--- config.mk ---
export PLATFORM = sky130hd
export DESIGN_NAME = sco_top
export DESIGN_NICKNAME = d
export VERILOG_FILES = /design/src/rtl/sco_pkg.sv /design/src/rtl/sco_top.sv
export VERILOG_INCLUDE_DIRS = /design/src /design/src/rtl
export SDC_FILE = /design/constraint.sdc
export NUM_CORES = 1
export LEC_CHECK = 0
export BUFFER_PORTS_ARGS = -buffer_cell sky130_fd_sc_hd__clkbuf_2
export CAP_MARGIN = 20
export CORE_ASPECT_RATIO = 1.5
export CORE_MARGIN = 2
export CORE_UTILIZATION = 55
export DETAILED_ROUTE_END_ITERATION = 8
export PLACE_DENSITY = 0.9
export SLEW_MARGIN = 20
export SYNTH_ARGS = -nofsm -noshare
export SYNTH_HDL_FRONTEND = slang
export SYNTH_SLANG_ARGS = --single-unit
--- constraint.sdc ---
create_clock -name mclk -period 5.17 [get_ports mclk]
set_input_delay 0 -clock mclk [delete_from_list [all_inputs] [get_ports mclk]]
set_output_delay 0 -clock mclk [all_outputs]
set_load 0.005 [all_outputs]
--- src/rtl/sco_cfg.svh ---
`ifndef SCO_CFG_SVH
`define SCO_CFG_SVH

// ****************************************
// Register word indexes (byte address = 4 * index)
// ****************************************
`define SCO_A_CTRL  3'h0
`define SCO_A_BUF   3'h1
`define SCO_A_STS   3'h2
`define SCO_A_CLR   3'h3
`define SCO_A_IEN   3'h4

// ****************************************
// Control register fields and reset value
// ****************************************
`define SCO_B_WRITE_COLLISION_FLAG  7
`define SCO_B_OVF   6
`define SCO_B_EN    5
`define SCO_B_CKP   4
`define SCO_CTRL_RST 8'h00

// ****************************************
// Interrupt status bits
// ****************************************
`define SCO_I_WRITE_COLLISION_FLAG  0
`define SCO_I_OVF   1
`define SCO_I_DONE  2

// ****************************************
// Mode codes and master half-period counts
// ****************************************
`define SCO_M_DIV4   4'h0
`define SCO_M_DIV16  4'h1
`define SCO_M_DIV64  4'h2
`define SCO_M_TMR    4'h3
`define SCO_M_SLV_SS 4'h4
`define SCO_M_SLV    4'h5
`define SCO_HALF_4   7'h02
`define SCO_HALF_16  7'h08
`define SCO_HALF_64  7'h20
`define SCO_HALF_TMR 7'h40
`define SCO_BITS     4'h8

`endif

--- src/rtl/sco_pkg.sv ---
package sco_pkg;

  typedef enum logic [0:0] {
    SCO_IDLE,
    SCO_SHIFT
  } sco_state_t;

endpackage

--- src/rtl/sco_top.sv ---
// Local design decisions: the address map and the Avalon-MM interface to the registers.
`include "sco_cfg.svh"

// Notes on behaviour
// A transfer-buffer write while a word is still shifting sets control bit 7 until cleared.
// In slave mode a byte completing while the buffer is still unread sets control bit 6.
// On such an overflow the new byte is dropped and the buffer keeps the older byte.
// The overflow flag is never raised by hardware while the port is a master.
// In slave mode software must read the buffer after every byte, even when only transmitting.
// The overflow flag stays set until software writes it to zero.
// Modes 0100 and 0101 are slave modes on the pin clock, 0100 with select, 0000-0011 master.
module sco_top
  import sco_pkg::*;
(
  input  wire logic        mclk,
  input  wire logic        rst_n,
  input  wire logic [2:0]  avs_address,
  input  wire logic        avs_read,
  input  wire logic        avs_write,
  input  wire logic [31:0] avs_writedata,
  output logic      [31:0] avs_readdata,
  output logic             avs_waitrequest,
  input  wire logic        spi_sck_in,
  output logic             spi_sck_out,
  output logic             spi_sck_oe,
  input  wire logic        spi_sdi,
  output logic             spi_sdo,
  input  wire logic        spi_ss_n,
  output logic             irq
);

  // ****************************************
  // Helpers
  // ****************************************
  function automatic logic [7:0] shift_in(input logic [7:0] v, input logic b);
    shift_in = {v[6:0], b};
  endfunction

  function automatic logic [6:0] half_of(input logic [3:0] m);
    case (m)
      `SCO_M_DIV4:  half_of = `SCO_HALF_4;
      `SCO_M_DIV16: half_of = `SCO_HALF_16;
      `SCO_M_DIV64: half_of = `SCO_HALF_64;
      default:      half_of = `SCO_HALF_TMR;
    endcase
  endfunction

  logic [7:0]  ctrl_r;
  logic [7:0]  buf_r;
  logic        full_r;
  logic [7:0]  sh_r;
  logic [3:0]  cnt_r;
  logic [6:0]  div_r;
  logic        sck_r;
  logic        sdo_r;
  logic        oe_r;
  logic        wait_r;
  logic [31:0] rdata_r;
  logic [2:0]  sts_r;
  logic [2:0]  ien_r;
  logic        irq_r;
  logic [2:0]  s1_r;
  logic [2:0]  s2_r;
  logic [2:0]  s3_r;
  logic [2:0]  lvl_r;
  logic        sck_q_r;
  sco_state_t  st_r;

  // ****************************************
  // Bus decode and mode
  // ****************************************
  logic       acc;
  logic       wr_ctrl;
  logic       wr_buf;
  logic       rd_buf;
  logic       en;
  logic       clock_polarity_bit;
  logic [3:0] mode;
  logic       master;
  logic       slave;
  logic       busy;
  logic       tick;
  logic       m_lead;
  logic       m_trail;
  logic       s_lead;
  logic       s_trail;
  logic       done;
  logic [7:0] done_val;
  logic       ovf_ev;
  logic       write_collision_flag_ev;

  assign acc     = (avs_read | avs_write) & ~wait_r;
  assign wr_ctrl = acc & avs_write & (avs_address == `SCO_A_CTRL);
  assign wr_buf  = acc & avs_write & (avs_address == `SCO_A_BUF);
  assign rd_buf  = acc & avs_read & (avs_address == `SCO_A_BUF);
  assign en      = ctrl_r[`SCO_B_EN];
  assign clock_polarity_bit     = ctrl_r[`SCO_B_CKP];
  assign mode    = ctrl_r[3:0];
  assign master  = en & (mode[3:2] == 2'h0);
  // Select pin only counts in the select-controlled slave code
  assign slave   = en & ((mode == `SCO_M_SLV) | ((mode == `SCO_M_SLV_SS) & ~lvl_r[2]));
  assign busy    = master ? (st_r == SCO_SHIFT) : (slave & (cnt_r != 4'h0));
  assign tick    = (st_r == SCO_SHIFT) & (div_r == half_of(mode) - 7'h01);
  assign m_lead  = master & tick & (sck_r == clock_polarity_bit);
  assign m_trail = master & tick & (sck_r != clock_polarity_bit);
  assign s_lead  = slave & (sck_q_r == clock_polarity_bit) & (lvl_r[0] != clock_polarity_bit);
  assign s_trail = slave & (sck_q_r != clock_polarity_bit) & (lvl_r[0] == clock_polarity_bit);
  assign done    = (m_trail & (cnt_r == `SCO_BITS)) | (s_lead & (cnt_r == `SCO_BITS - 4'h1));
  assign done_val = master ? sh_r : shift_in(sh_r, lvl_r[1]);
  assign ovf_ev  = done & slave & full_r;
  assign write_collision_flag_ev = wr_buf & busy;

  // ****************************************
  // Avalon slave: one wait cycle, then one answer cycle
  // ****************************************
  always_ff @(posedge mclk) begin
    if (!rst_n) begin
      wait_r  <= 1'b1;
      rdata_r <= 32'h0000_0000;
    end else begin
      wait_r <= ~((avs_read | avs_write) & wait_r);
      if ((avs_read | avs_write) & wait_r) begin
        case (avs_address)
          `SCO_A_CTRL: rdata_r <= {24'h00_0000, ctrl_r};
          `SCO_A_BUF:  rdata_r <= {24'h00_0000, buf_r};
          `SCO_A_STS:  rdata_r <= {29'h0000_0000, sts_r};
          `SCO_A_IEN:  rdata_r <= {29'h0000_0000, ien_r};
          default:     rdata_r <= 32'h0000_0000;
        endcase
      end
    end
  end

  // ****************************************
  // Control register and error flags
  // ****************************************
  // Flags are plain read/write bits; an event in the clearing cycle still sets them
  always_ff @(posedge mclk) begin
    if (!rst_n) begin
      ctrl_r <= `SCO_CTRL_RST;
    end else begin
      if (wr_ctrl) begin
        ctrl_r <= avs_writedata[7:0];
      end
      if (write_collision_flag_ev) begin
        ctrl_r[`SCO_B_WRITE_COLLISION_FLAG] <= 1'b1;
      end
      if (ovf_ev) begin
        ctrl_r[`SCO_B_OVF] <= 1'b1;
      end
    end
  end

  // ****************************************
  // Pin synchronisers: sck, sdi, select
  // ****************************************
  always_ff @(posedge mclk) begin
    if (!rst_n) begin
      s1_r    <= 3'h6;
      s2_r    <= 3'h6;
      s3_r    <= 3'h6;
      lvl_r   <= 3'h6;
      sck_q_r <= 1'b0;
    end else begin
      s1_r    <= {spi_ss_n, spi_sdi, spi_sck_in};
      s2_r    <= s1_r;
      s3_r    <= s2_r;
      lvl_r   <= (s2_r & s3_r) | (lvl_r & (s2_r ^ s3_r));
      sck_q_r <= lvl_r[0];
    end
  end

  // ****************************************
  // Shifter, master clock and receive buffer
  // ****************************************
  // Busy writes are refused; a slave write in the first leading-edge cycle (cnt_r still 0) is taken and that bit is lost
  always_ff @(posedge mclk) begin
    if (!rst_n) begin
      st_r   <= SCO_IDLE;
      sh_r   <= 8'h00;
      cnt_r  <= 4'h0;
      div_r  <= 7'h00;
      sck_r  <= 1'b0;
      sdo_r  <= 1'b0;
      oe_r   <= 1'b0;
      buf_r  <= 8'h00;
      full_r <= 1'b0;
    end else begin
      oe_r <= master;
      if (st_r == SCO_IDLE) begin
        sck_r <= clock_polarity_bit;
      end
      div_r <= (tick | (st_r == SCO_IDLE)) ? 7'h00 : div_r + 7'h01;
      if (rd_buf) begin
        full_r <= 1'b0;
      end
      if (wr_buf & ~busy & en) begin
        sh_r  <= avs_writedata[7:0];
        sdo_r <= avs_writedata[7];
        cnt_r <= 4'h0;
        if (master) begin
          st_r <= SCO_SHIFT;
        end
      end else if (m_lead | s_lead) begin
        sh_r  <= shift_in(sh_r, lvl_r[1]);
        cnt_r <= (s_lead & done) ? 4'h0 : cnt_r + 4'h1;
      end else if (m_trail | s_trail) begin
        sdo_r <= sh_r[7];
      end else if (!slave & !master) begin
        st_r  <= SCO_IDLE;
        cnt_r <= 4'h0;
      end
      if (tick) begin
        sck_r <= ~sck_r;
      end
      if (m_trail & done) begin
        st_r <= SCO_IDLE;
      end
      // On overflow buf_r is left alone and the new byte is dropped
      if (done & ~ovf_ev) begin
        buf_r  <= done_val;
        full_r <= 1'b1;
      end
    end
  end

  // ****************************************
  // Interrupt status, clear, enable
  // ****************************************
  always_ff @(posedge mclk) begin
    if (!rst_n) begin
      sts_r <= 3'h0;
      ien_r <= 3'h0;
      irq_r <= 1'b0;
    end else begin
      if (acc & avs_write & (avs_address == `SCO_A_IEN)) begin
        ien_r <= avs_writedata[2:0];
      end
      sts_r <= (sts_r & ~((acc & avs_write & (avs_address == `SCO_A_CLR))
                          ? avs_writedata[2:0] : 3'h0))
               | {done & ~ovf_ev, ovf_ev, write_collision_flag_ev};
      irq_r <= |(sts_r & ien_r);
    end
  end

  assign avs_readdata    = rdata_r;
  assign avs_waitrequest = wait_r;
  assign spi_sck_out     = sck_r;
  assign spi_sck_oe      = oe_r;
  assign spi_sdo         = sdo_r;
  assign irq             = irq_r;
endmodule

== After elaboration in Yosys (flattened, before gate mapping) ==
Index checks and enable logic that the tools add are counted.
W data, S select, Z words.

* Flip-flop bits (word level): 93
* Bits of input ports: 42
* Output and inout bits: 37
* Word-level logic and storage cells: 147

* Add/subtract/negate cells: 3
* Equal/unequal tests: 22
* Mux-type cells: 26
* Bitwise operators: 54
* Reductions and logical operators: 20

{| class="wikitable"
|+ Operators with widths
! cell !! number
|-
| $and A1 B1 Y1 || 32
|-
| $mux W8 || 4
|-
| $pmux W8 S4 || 1
|-
| $pmux W7 S3 || 1
|-
| $mux W4 || 4
|-
| $mux W1 || 15
|-
| $reduce_bool A2 Y1 || 7
|-
| $and A3 B3 Y3 || 4
|-
| $eq A4 B3 Y1 const B || 3
|-
| $ne A2 B2 Y1 const B || 4
|-
| $not A1 Y1 || 8
|-
| $add A7 B1 Y7 const B || 1
|-
| $eq A7 B7 Y1 || 1
|-
| $sub A7 B1 Y7 const B || 1
|-
| $eq A3 B2 Y1 const B || 2
|-
| $or A1 B1 Y1 || 6
|-
| $or A3 B3 Y3 || 2
|-
| $reduce_or A2 Y1 || 3
|-
| $add A4 B1 Y4 const B || 1
|-
| $eq A4 B1 Y1 const B || 1
|-
| $eq A4 B2 Y1 const B || 1
|-
| $eq A4 B4 Y1 const B || 1
|-
| $logic_not A4 Y1 || 1
|-
| $reduce_and A2 Y1 || 2
|-
| 14 further kinds || 19
|}

== Longest topological paths before layout ==
Gate-level depths: netlist of run 1.

* Word-level depth: 14
* Mapped depth: 10
* Gate-level depth less buffers: 9

== Least setup slack after synthesis of run 1 ==
OpenSTA, ideal clock, no wires.

* Path type: reg-to-reg
* Start: reg ctrl_r[0]
* End: reg cnt_r[3]
* Arrival: 2.706 ns
* Slack: 2.390 ns
* Stages on the path, launching flop included: 9
* Buffers on the path: 0
* Clock period less this slack: 2.780 ns
* Cell sequence: dfxtp_1 or4_4 ha_1 xnor2_1 a2111oi_0 and2_4 a31oi_4 or4_1 a31oi_1

* Cells in the longest elaborated chain, start to end: 12
* Elaborated cells between the ends (all ways): 38
* Those cells by class: add/sub (1); eq/ne (6); mux (4); bitwise (22); reduce/logical (5)

{| class="wikitable"
|+ Ends and longest elaborated chain
! item !! RTL line !! RTL
|-
| from (decl) || sco_top.sv:48 || <nowiki>logic [7:0] ctrl_r;</nowiki>
|-
| from (signal assigned) || sco_top.sv:140 || <nowiki>ctrl_r <= `SCO_CTRL_RST;</nowiki>
|-
| from (signal assigned) || sco_top.sv:143 || <nowiki>ctrl_r <= avs_writedata[7:0];</nowiki>
|-
| $eq A4 B2 Y1, or another cell as far along || sco_top.sv:40 || <nowiki>case (m)</nowiki>
|-
| $pmux W7 S3 || sco_top.sv:40 ||
|-
| $sub A7 B1 Y7 || sco_top.sv:103 || <nowiki>assign tick = (st_r == SCO_SHIFT) & (div_r == half_of(mode) - 7'h01);</nowiki>
|-
| $eq A7 B7 Y1 || sco_top.sv:103 ||
|-
| $and A1 B1 Y1 || sco_top.sv:103 ||
|-
| $and A1 B1 Y1 || sco_top.sv:104, sco_top.sv:105 ||
|-
| $and A1 B1 Y1 || sco_top.sv:105 || <nowiki>assign m_trail = master & tick & (sck_r != clock_polarity_bit);</nowiki>
|-
| $and A1 B1 Y1 || sco_top.sv:108 || <nowiki>assign done = (m_trail & (cnt_r == `SCO_BITS)) | (s_lead & (cnt_r == `SCO_BITS - 4'h1));</nowiki>
|-
| $or A1 B1 Y1 || sco_top.sv:108 ||
|-
| $and A1 B1 Y1 || sco_top.sv:206 || <nowiki>cnt_r <= (s_lead & done) ? 4'h0 : cnt_r + 4'h1;</nowiki>
|-
| $mux W4 || sco_top.sv:206 ||
|-
| $mux W4 || sco_top.sv:204 || <nowiki>end else if (m_lead | s_lead) begin</nowiki>
|-
| to (signal assigned) || sco_top.sv:206 ||
|-
| to (decl) || sco_top.sv:52 || <nowiki>logic [3:0] cnt_r;</nowiki>
|}

Several ways; a longest one is shown, not always the timed one.
A chain may end at the register's enable or synchronous reset.

== Worst setup path in the final report of run 1 ==
* Start: reg ctrl_r[0]
* End: reg buf_r[5]

* Cells in the longest elaborated chain, start to end: 13
* Elaborated cells between the ends (all ways): 23
* Those cells by class: add/sub (1); eq/ne (5); mux (1); bitwise (15); reduce/logical (1)

{| class="wikitable"
|+ Ends and longest elaborated chain
! item !! RTL line !! RTL
|-
| $eq A4 B2 Y1, or another cell as far along || sco_top.sv:40 ||
|-
| $pmux W7 S3 || sco_top.sv:40 ||
|-
| $sub A7 B1 Y7 || sco_top.sv:103 ||
|-
| $eq A7 B7 Y1 || sco_top.sv:103 ||
|-
| $and A1 B1 Y1 || sco_top.sv:103 ||
|-
| $and A1 B1 Y1 (2 in series) || sco_top.sv:105 ||
|-
| $and A1 B1 Y1 || sco_top.sv:108 ||
|-
| $or A1 B1 Y1 || sco_top.sv:108 ||
|-
| $and A1 B1 Y1 (2 in series) || sco_top.sv:110 || <nowiki>assign ovf_ev = done & slave & full_r;</nowiki>
|-
| $not A1 Y1 || sco_top.sv:220 || <nowiki>if (done & ~ovf_ev) begin</nowiki>
|-
| $and A1 B1 Y1 * || sco_top.sv:220 ||
|-
| to (signal assigned) || sco_top.sv:221 || <nowiki>buf_r <= done_val;</nowiki>
|-
| to (decl) || sco_top.sv:49 || <nowiki>logic [7:0] buf_r;</nowiki>
|}

Every way passes the cells marked *; elsewhere a longest branch is shown, timed or not.

==> reports/qor.txt, run 1 <==
Seq cells post-synth: 69
Final hold vios: 0
Vias: 2719
Final period util: 66.4%
Syn avg cell area: 8.76 um^2
M1 WL: 2820 um
Most common cell after layout, fill and taps aside: dfxtp_1
Die height: 100 um
H-tree Lvls: 3
Die Wd: 68 um
Initial core utilization: 55.9%
Area of the die: 6800 um^2
Aggregate global routing overflow: 0
Synth warn: 0
DR top layer: met4
Wirelength per Cell: 14.1 um
Post-CTS Setup Bufs: 0
PD cells: 273 nW/um^2
Final WS setup: 1.73 ns
Fillers: 503
Max Buffers Root-to-Sink: 2
Worst hold slack: 0.0162 ns
Post-Syn Instances: 386
WL met2: 3490 um
Vias in the first global route: 2650
Worst slack, placed: 1.82 ns
CTS root buf: clkbuf_8
Met3 WL post-DR: 419 um
Library cells used by synthesis: 53
Critical path class: register to register
CP max FO: 10
Setup Skew: 0.00773 ns
# setup viols final: 0
Post-synthesis sequential area ratio: 40.9%
Final Slew Violations: 0
RSZ-0062 raised after global routing: false
Reg-to-reg critical path startpoint: ctrl_r[0]$_SDFFE_PN0P_
Worst skew pair latency: 0.35 ns
R2R Setup Slk: 1.73 ns
FP Rows: 35
# diodes: 0
Detailed Place HPWL: 5090 um
Drt total wl: 7010 um
Post-route ant nets: 0
Layout cell share with drive strength beyond 1: 13.7%
Clock slew at reported path FFs: 0.08 ns
Global-route wire length before repair: 11900 um
Post-Syn Area: 3380 um^2
Tmin final: 3.44 ns
Post-route DRC: 0
Drt via density: 5.48
Worst Max-Slew Pin Slew: 1.14 ns
Status: finished clean
CP required: 5.45 ns
Crit path DAT: 3.72 ns
CTS sink cnt: 69
Fmax: 0.291 GHz
Util after Layout: 62.0%
CP Launch Point: ctrl_r[0]$_SDFFE_PN0P_
Overall Global Routing Usage: 22.9%
Num CTS Buffers: 9
Max cap viols: 0
Worst R2R Path Depth: 8
Area Overhead vs Synth: 10.8%
Core area: 6040 um^2
I/O pins: 79
Maximum vdd drop: 230 uV
Nets: 467
Largest net degree at the start of global routing: 37
Pleak: 1.58 nW
Buffers on Ports: 30
Hold Crit Class: primary input to register
CTS tree: yes
CP endpoint: buf_r[5]$_SDFFE_PN0P_
Drt pass-1 iters: 4
Drt initial violations: 166
CP endpoint kind: register
Final setup TNS: 0 ns
Setup crit start kind: register
Most frequent cells in the layout: 69 x dfxtp_1, 55 x nor2_1, 36 x mux2i_1
R2R Path End: buf_r[5]$_SDFFE_PN0P_
Total power: 0.00102 W
Initial antenna violation count: 0
Relative slew slack: 23.6%
Placer's final routability congestion estimate: 0.917
## cell families (layout without fill, tap and decap cells)
kind of cell    Yosys count  count (layout)  share of synthesized area [%]
simple gates            161             161                           24.4
flops                    69              69                           40.9
buf+inv                  51              64                           8.59
compound gates           49              49                           9.44
mux                      39              39                           11.7
xor+xnor                  9               9                           2.33
fa+ha+maj                 7               7                           2.59
other cells               1              24                          0.111
## where the power goes
part	switching (W)	internal (W)	total [W]	leakage, nW
Sequential	0.00000416	0.000538	0.000542	0.559
Combinational	0.0000351	0.0000236	0.0000587	0.926
Clock	0.000204	0.000220	0.000423	0.0915
Total	0.000243	0.000781	0.00102	1.58
## metrics by stage
| stage | cells | area [um^2] |
|---|---|---|
| floorplan | 409 | 3470 |
| global placement | 470 | 3450 |
| detailed placement | 470 | 3450 |
| CTS | 496 | 3750 |
| global route | 496 | 3750 |
| finish | 496 | 3750 |
## Yosys cell counts (all sizes together)
| cell | count | area share [%] |
|---|---|---|
| a2111oi | 1 | 0.26 |
| a211o | 2 | 0.52 |
| a211oi | 4 | 1.0 |
| a21boi | 1 | 0.22 |
| a21o | 1 | 0.22 |
| a21oi | 16 | 2.4 |
| a222oi | 1 | 0.30 |
| a31oi | 5 | 1.4 |
| a41oi | 1 | 0.26 |
| and2 | 7 | 1.4 |
| and2b | 1 | 0.22 |
| and3 | 1 | 0.19 |
| and4b | 1 | 0.30 |
| buf | 28 | 6.0 |
| clkbuf | 15 | 1.7 |
| conb | 1 | 0.11 |
| dfxtp | 69 | 41 |
| ha | 7 | 2.6 |
| inv | 8 | 0.89 |
| mux2 | 3 | 1.0 |
| mux2i | 36 | 11 |
| nand2 | 30 | 3.3 |
| nand2b | 9 | 1.7 |
| nand3 | 10 | 1.5 |
| nand3b | 5 | 1.1 |
| nand4 | 1 | 0.19 |
| nand4b | 1 | 0.26 |
| nor2 | 55 | 6.1 |
| nor2b | 6 | 1.1 |
| nor3 | 9 | 1.3 |
| nor3b | 1 | 0.22 |
| nor4 | 2 | 0.37 |
| nor4b | 1 | 0.44 |
| o211ai | 1 | 0.22 |
| o21a | 3 | 0.67 |
| o21ai | 12 | 1.8 |
| o31ai | 1 | 0.22 |
| or2 | 3 | 0.56 |
| or3 | 10 | 1.9 |
| or3b | 3 | 0.78 |
| or4 | 2 | 0.56 |
| or4b | 1 | 0.30 |
| or4bb | 2 | 0.67 |
| xnor2 | 6 | 1.6 |
| xor2 | 3 | 0.78 |
## flip-flops by register name (all words and copies together), names as in the netlist, 3 cells and up
name and count:
ctrl_r 8, lvl_r 3, cnt_r 4, sh_r 8
div_r 7, sts_r 3, avs_readdata 8, s3_r 3
s1_r 3, s2_r 3, buf_r 8, ien_r 3
## final cells by class
| cell class | count | area, um^2 | area share [%] |
|---|---|---|---|
| repair buffers | 41 | 260 | 6.95 |
| clock buffers | 9 | 124 | 3.31 |
| inverters | 8 | 30.0 | 0.802 |
| clock inverters | 6 | 63.8 | 1.70 |
| flip-flops and latches | 69 | 1380 | 36.9 |
| multi-input cells | 289 | 1790 | 47.9 |
| well taps | 74 | 92.6 | 2.47 |
## worst min-delay path by stage
stage | from | end | slack [ns] | cells past startpoint
after global routing | avs_read | full_r$_SDFFE_PN0P_ | 0.03 | 3
after detailed placement | spi_ss_n | s1_r[2]$_SDFF_PN1_ | 0.19 | 2
final | avs_read | full_r$_SDFFE_PN0P_ | 0.02 | 3
after CTS | avs_read | full_r$_SDFFE_PN0P_ | 0.005 | 3
after global placement | spi_ss_n | s1_r[2]$_SDFF_PN1_ | 0.18 | 2
after floorplan | spi_sdi | s1_r[1]$_SDFF_PN1_ | 0.10 | 1
## worst max-delay path, stage by stage (launching register included)
cell	delay, ns
dfxtp_1	0.38
or4_4	0.57
ha_1	0.30
xnor2_1	0.12
a2111oi_0	0.55
nand2_1	0.15
nor4_1	0.50
o21a_1	0.54
mux2i_1	0.25
## routing by layer
| metal | GRT usage, % | up-vias |
|---|---|---|
| li1 | - | 1333 |
| met1 | 26.3 | 1251 |
| met2 | 37.7 | 112 |
| met3 | 5.61 | 23 |
| met4 | 13.1 | 0 |
| met5 | 0 | - |
## timing repair
item	in CTS	in global routing
hold endpoints to repair	21	0
gates resized for setup	0	0
hold buffers	11	0
Power figures use the tool's default switching activity.
==> run 2, diff against run 1 <==
CORE_UTILIZATION = 48   (was 55)
PLACE_DENSITY = 0.84   (was 0.9)
clock period = 2.8 ns   (was 5.17 ns; I/O delays follow)
==> reports/qor.txt, run 2 (same netlist as run 1, synthesis figures left out) <==
Status: finished clean
Area of the die: 7740 um^2
Nets: 480
Critical path class: register to register
CP Cell Sequence: or4_4, ha_1, xnor2_1, a2111oi_2, buf_4, and2_4, a31oi_4, buf_4, or3_1, a21oi_1
Layout cell share with drive strength beyond 1: 16.6%
CTS root buf: clkbuf_8
Worst path depth: 10
Crit path max-delay family: simple AND/OR/NAND/NOR gates
CP endpoint: cnt_r[0]$_SDFFE_PP0P_
Global-route wire length before repair: 11800 um
H-tree Lvls: 3
Core area: 6850 um^2
Reg-to-reg critical path startpoint: ctrl_r[0]$_SDFFE_PN0P_
Pleak: 1.65 nW
Aggregate global routing overflow: 0
CP required: 3.07 ns
Critical Path Max Stage Delay: 0.54 ns
Area Overhead vs Synth: 14.3%
Crit path DAT: 2.90 ns
Worst skew pair latency: 0.34 ns
Setup Skew: 0.00857 ns
R2R Setup Slk: 0.17 ns
Maximum vdd drop: 286 uV
Final hold vios: 0
PD cells: 486 nW/um^2
# setup viols final: 0
Worst path slowest cell: or4_4
CP max FO: 6
Drt via density: 5.34
Hold Crit Class: primary input to register
CP endpoint kind: register
Final WS setup: 0.166 ns
Most common cell after layout, fill and taps aside: dfxtp_1
Buffers on Ports: 30
Worst Path Buf+Inv: 2
Max cap viols: 0
Most frequent cells in the layout: 69 x dfxtp_1, 55 x nor2_1, 36 x mux2i_1
Placer's final routability congestion estimate: 0.897
R2R Path End: cnt_r[0]$_SDFFE_PP0P_
CTS sink cnt: 69
Cell mode on critical path: buf_4
Setup crit start kind: register
Drt pass-1 iters: 4
CTS tree: yes
WHS Path Cells: 3
Num CTS Buffers: 9
Fillers: 607
Worst hold slack: 0.0171 ns
Post-route ant nets: 0
Final period util: 94.1%
Storage cell area: 1380 um^2
Clock slew at reported path FFs: 0.07 ns
Drt total wl: 7250 um
RSZ-0062 raised after global routing: false
Area of the multi-input gates: 1810 um^2
Worst R2R Path Depth: 10
Post-route DRC: 0
Initial core utilization: 49.3%
Largest net degree at the start of global routing: 37
Vias: 2736
Max Buffers Root-to-Sink: 2
Wirelength per Cell: 14.2 um
Vias in the first global route: 2646
I/O pins: 79
Util after Layout: 56.4%
Fmax: 0.380 GHz
Die Wd: 72.5 um
Overall Global Routing Usage: 19.7%
Initial antenna violation count: 0
Relative slew slack: 31.1%
CP Launch Point: ctrl_r[0]$_SDFFE_PN0P_
Final Slew Violations: 0
Worst Max-Slew Pin Slew: 1.03 ns
FP Rows: 37
Worst slack, placed: -0.119 ns
# diodes: 0
Tmin final: 2.63 ns
Drt initial violations: 140
Detailed Place HPWL: 5410 um
Die height: 107 um
==> run 2: cell types whose count changed in the layout (fill, tap and decap cells not counted), moves of 2 or more <==
cell,previous run,this run
buf_4,0,14
clkbuf_1,0,2
clkinvlp_4,2,0
dlygate4sd3_1,11,9
==> run 2: how the worst min path moves through the flow <==
| stage | startpoint | end | slack [ns] |
|---|---|---|---|
| floorplan | spi_sdi | s1_r[1]$_SDFF_PN1_ | 0.10 |
| global placement | spi_ss_n | s1_r[2]$_SDFF_PN1_ | 0.18 |
| detailed placement | spi_ss_n | s1_r[2]$_SDFF_PN1_ | 0.19 |
| CTS | avs_writedata[1] | sh_r[1]$_SDFFE_PN0P_ | 0.001 |
| global route | avs_writedata[1] | sh_r[1]$_SDFFE_PN0P_ | 0.007 |
| finish | avs_writedata[1] | sh_r[1]$_SDFFE_PN0P_ | 0.02 |
==> run 2: report_power, final <==
part           internal, W  leakage (nW)  total [W]  switching, W
sequential        0.000994         0.559    0.00100    0.00000674
combinational    0.0000453         0.997   0.000112     0.0000667
clock             0.000425        0.0923   0.000765      0.000340
==> run 2: cell type report <==
cell class / count / area share (%)
Clock buffer: 12 / 3.76
Clock inverter: 2 / 0.907
Inverter: 8 / 0.778
Multi-Input combinational cell: 289 / 46.8
Sequential cell: 69 / 35.8
Tap cell: 78 / 2.53
Timing Repair Buffer: 54 / 9.46
==> run 2: timing repair <==
item / in CTS / in global routing
endpoints found under the hold margin: 14 / 0
hold buffers: 9 / 0
gates resized for setup: 2 / 1
endpoints found under the setup margin: 12 / 22
buffers inserted: 0 / 0
pin swaps: 1 / 1
==> run 2: per-stage QoR <==
step | setup TNS (ns) | cell area, um^2 | cells | total power [W]
detailed placement | -0.781 | 3580 | 489 | 0.00112
finish | 0 | 3860 | 512 | 0.00188
CTS | 0 | 3860 | 512 | 0.00189
global route | 0 | 3860 | 512 | 0.00195
floorplan | 0 | 3470 | 409 | 0.00111
global placement | -0.223 | 3580 | 489 | 0.00112
==> run 2: worst register-to-register path: stages (launching register included) <==
cell and delay [ns]:
dfxtp_1 0.31, or4_4 0.54, ha_1 0.30, xnor2_1 0.14, a2111oi_2 0.20, buf_4 0.17
and2_4 0.15, a31oi_4 0.12, buf_4 0.18, or3_1 0.30, a21oi_1 0.15
==> run 2: layer usage <==
metal,share of wire [%],GRT usage (%),vias to the layer above,wire length [um]
li1,-,-,1357,-
met1,39,20.1,1262,2850
met2,52,35.4,95,3760
met3,5.8,5.26,22,419
met4,3.1,10.7,0,226
met5,0,0,-,0
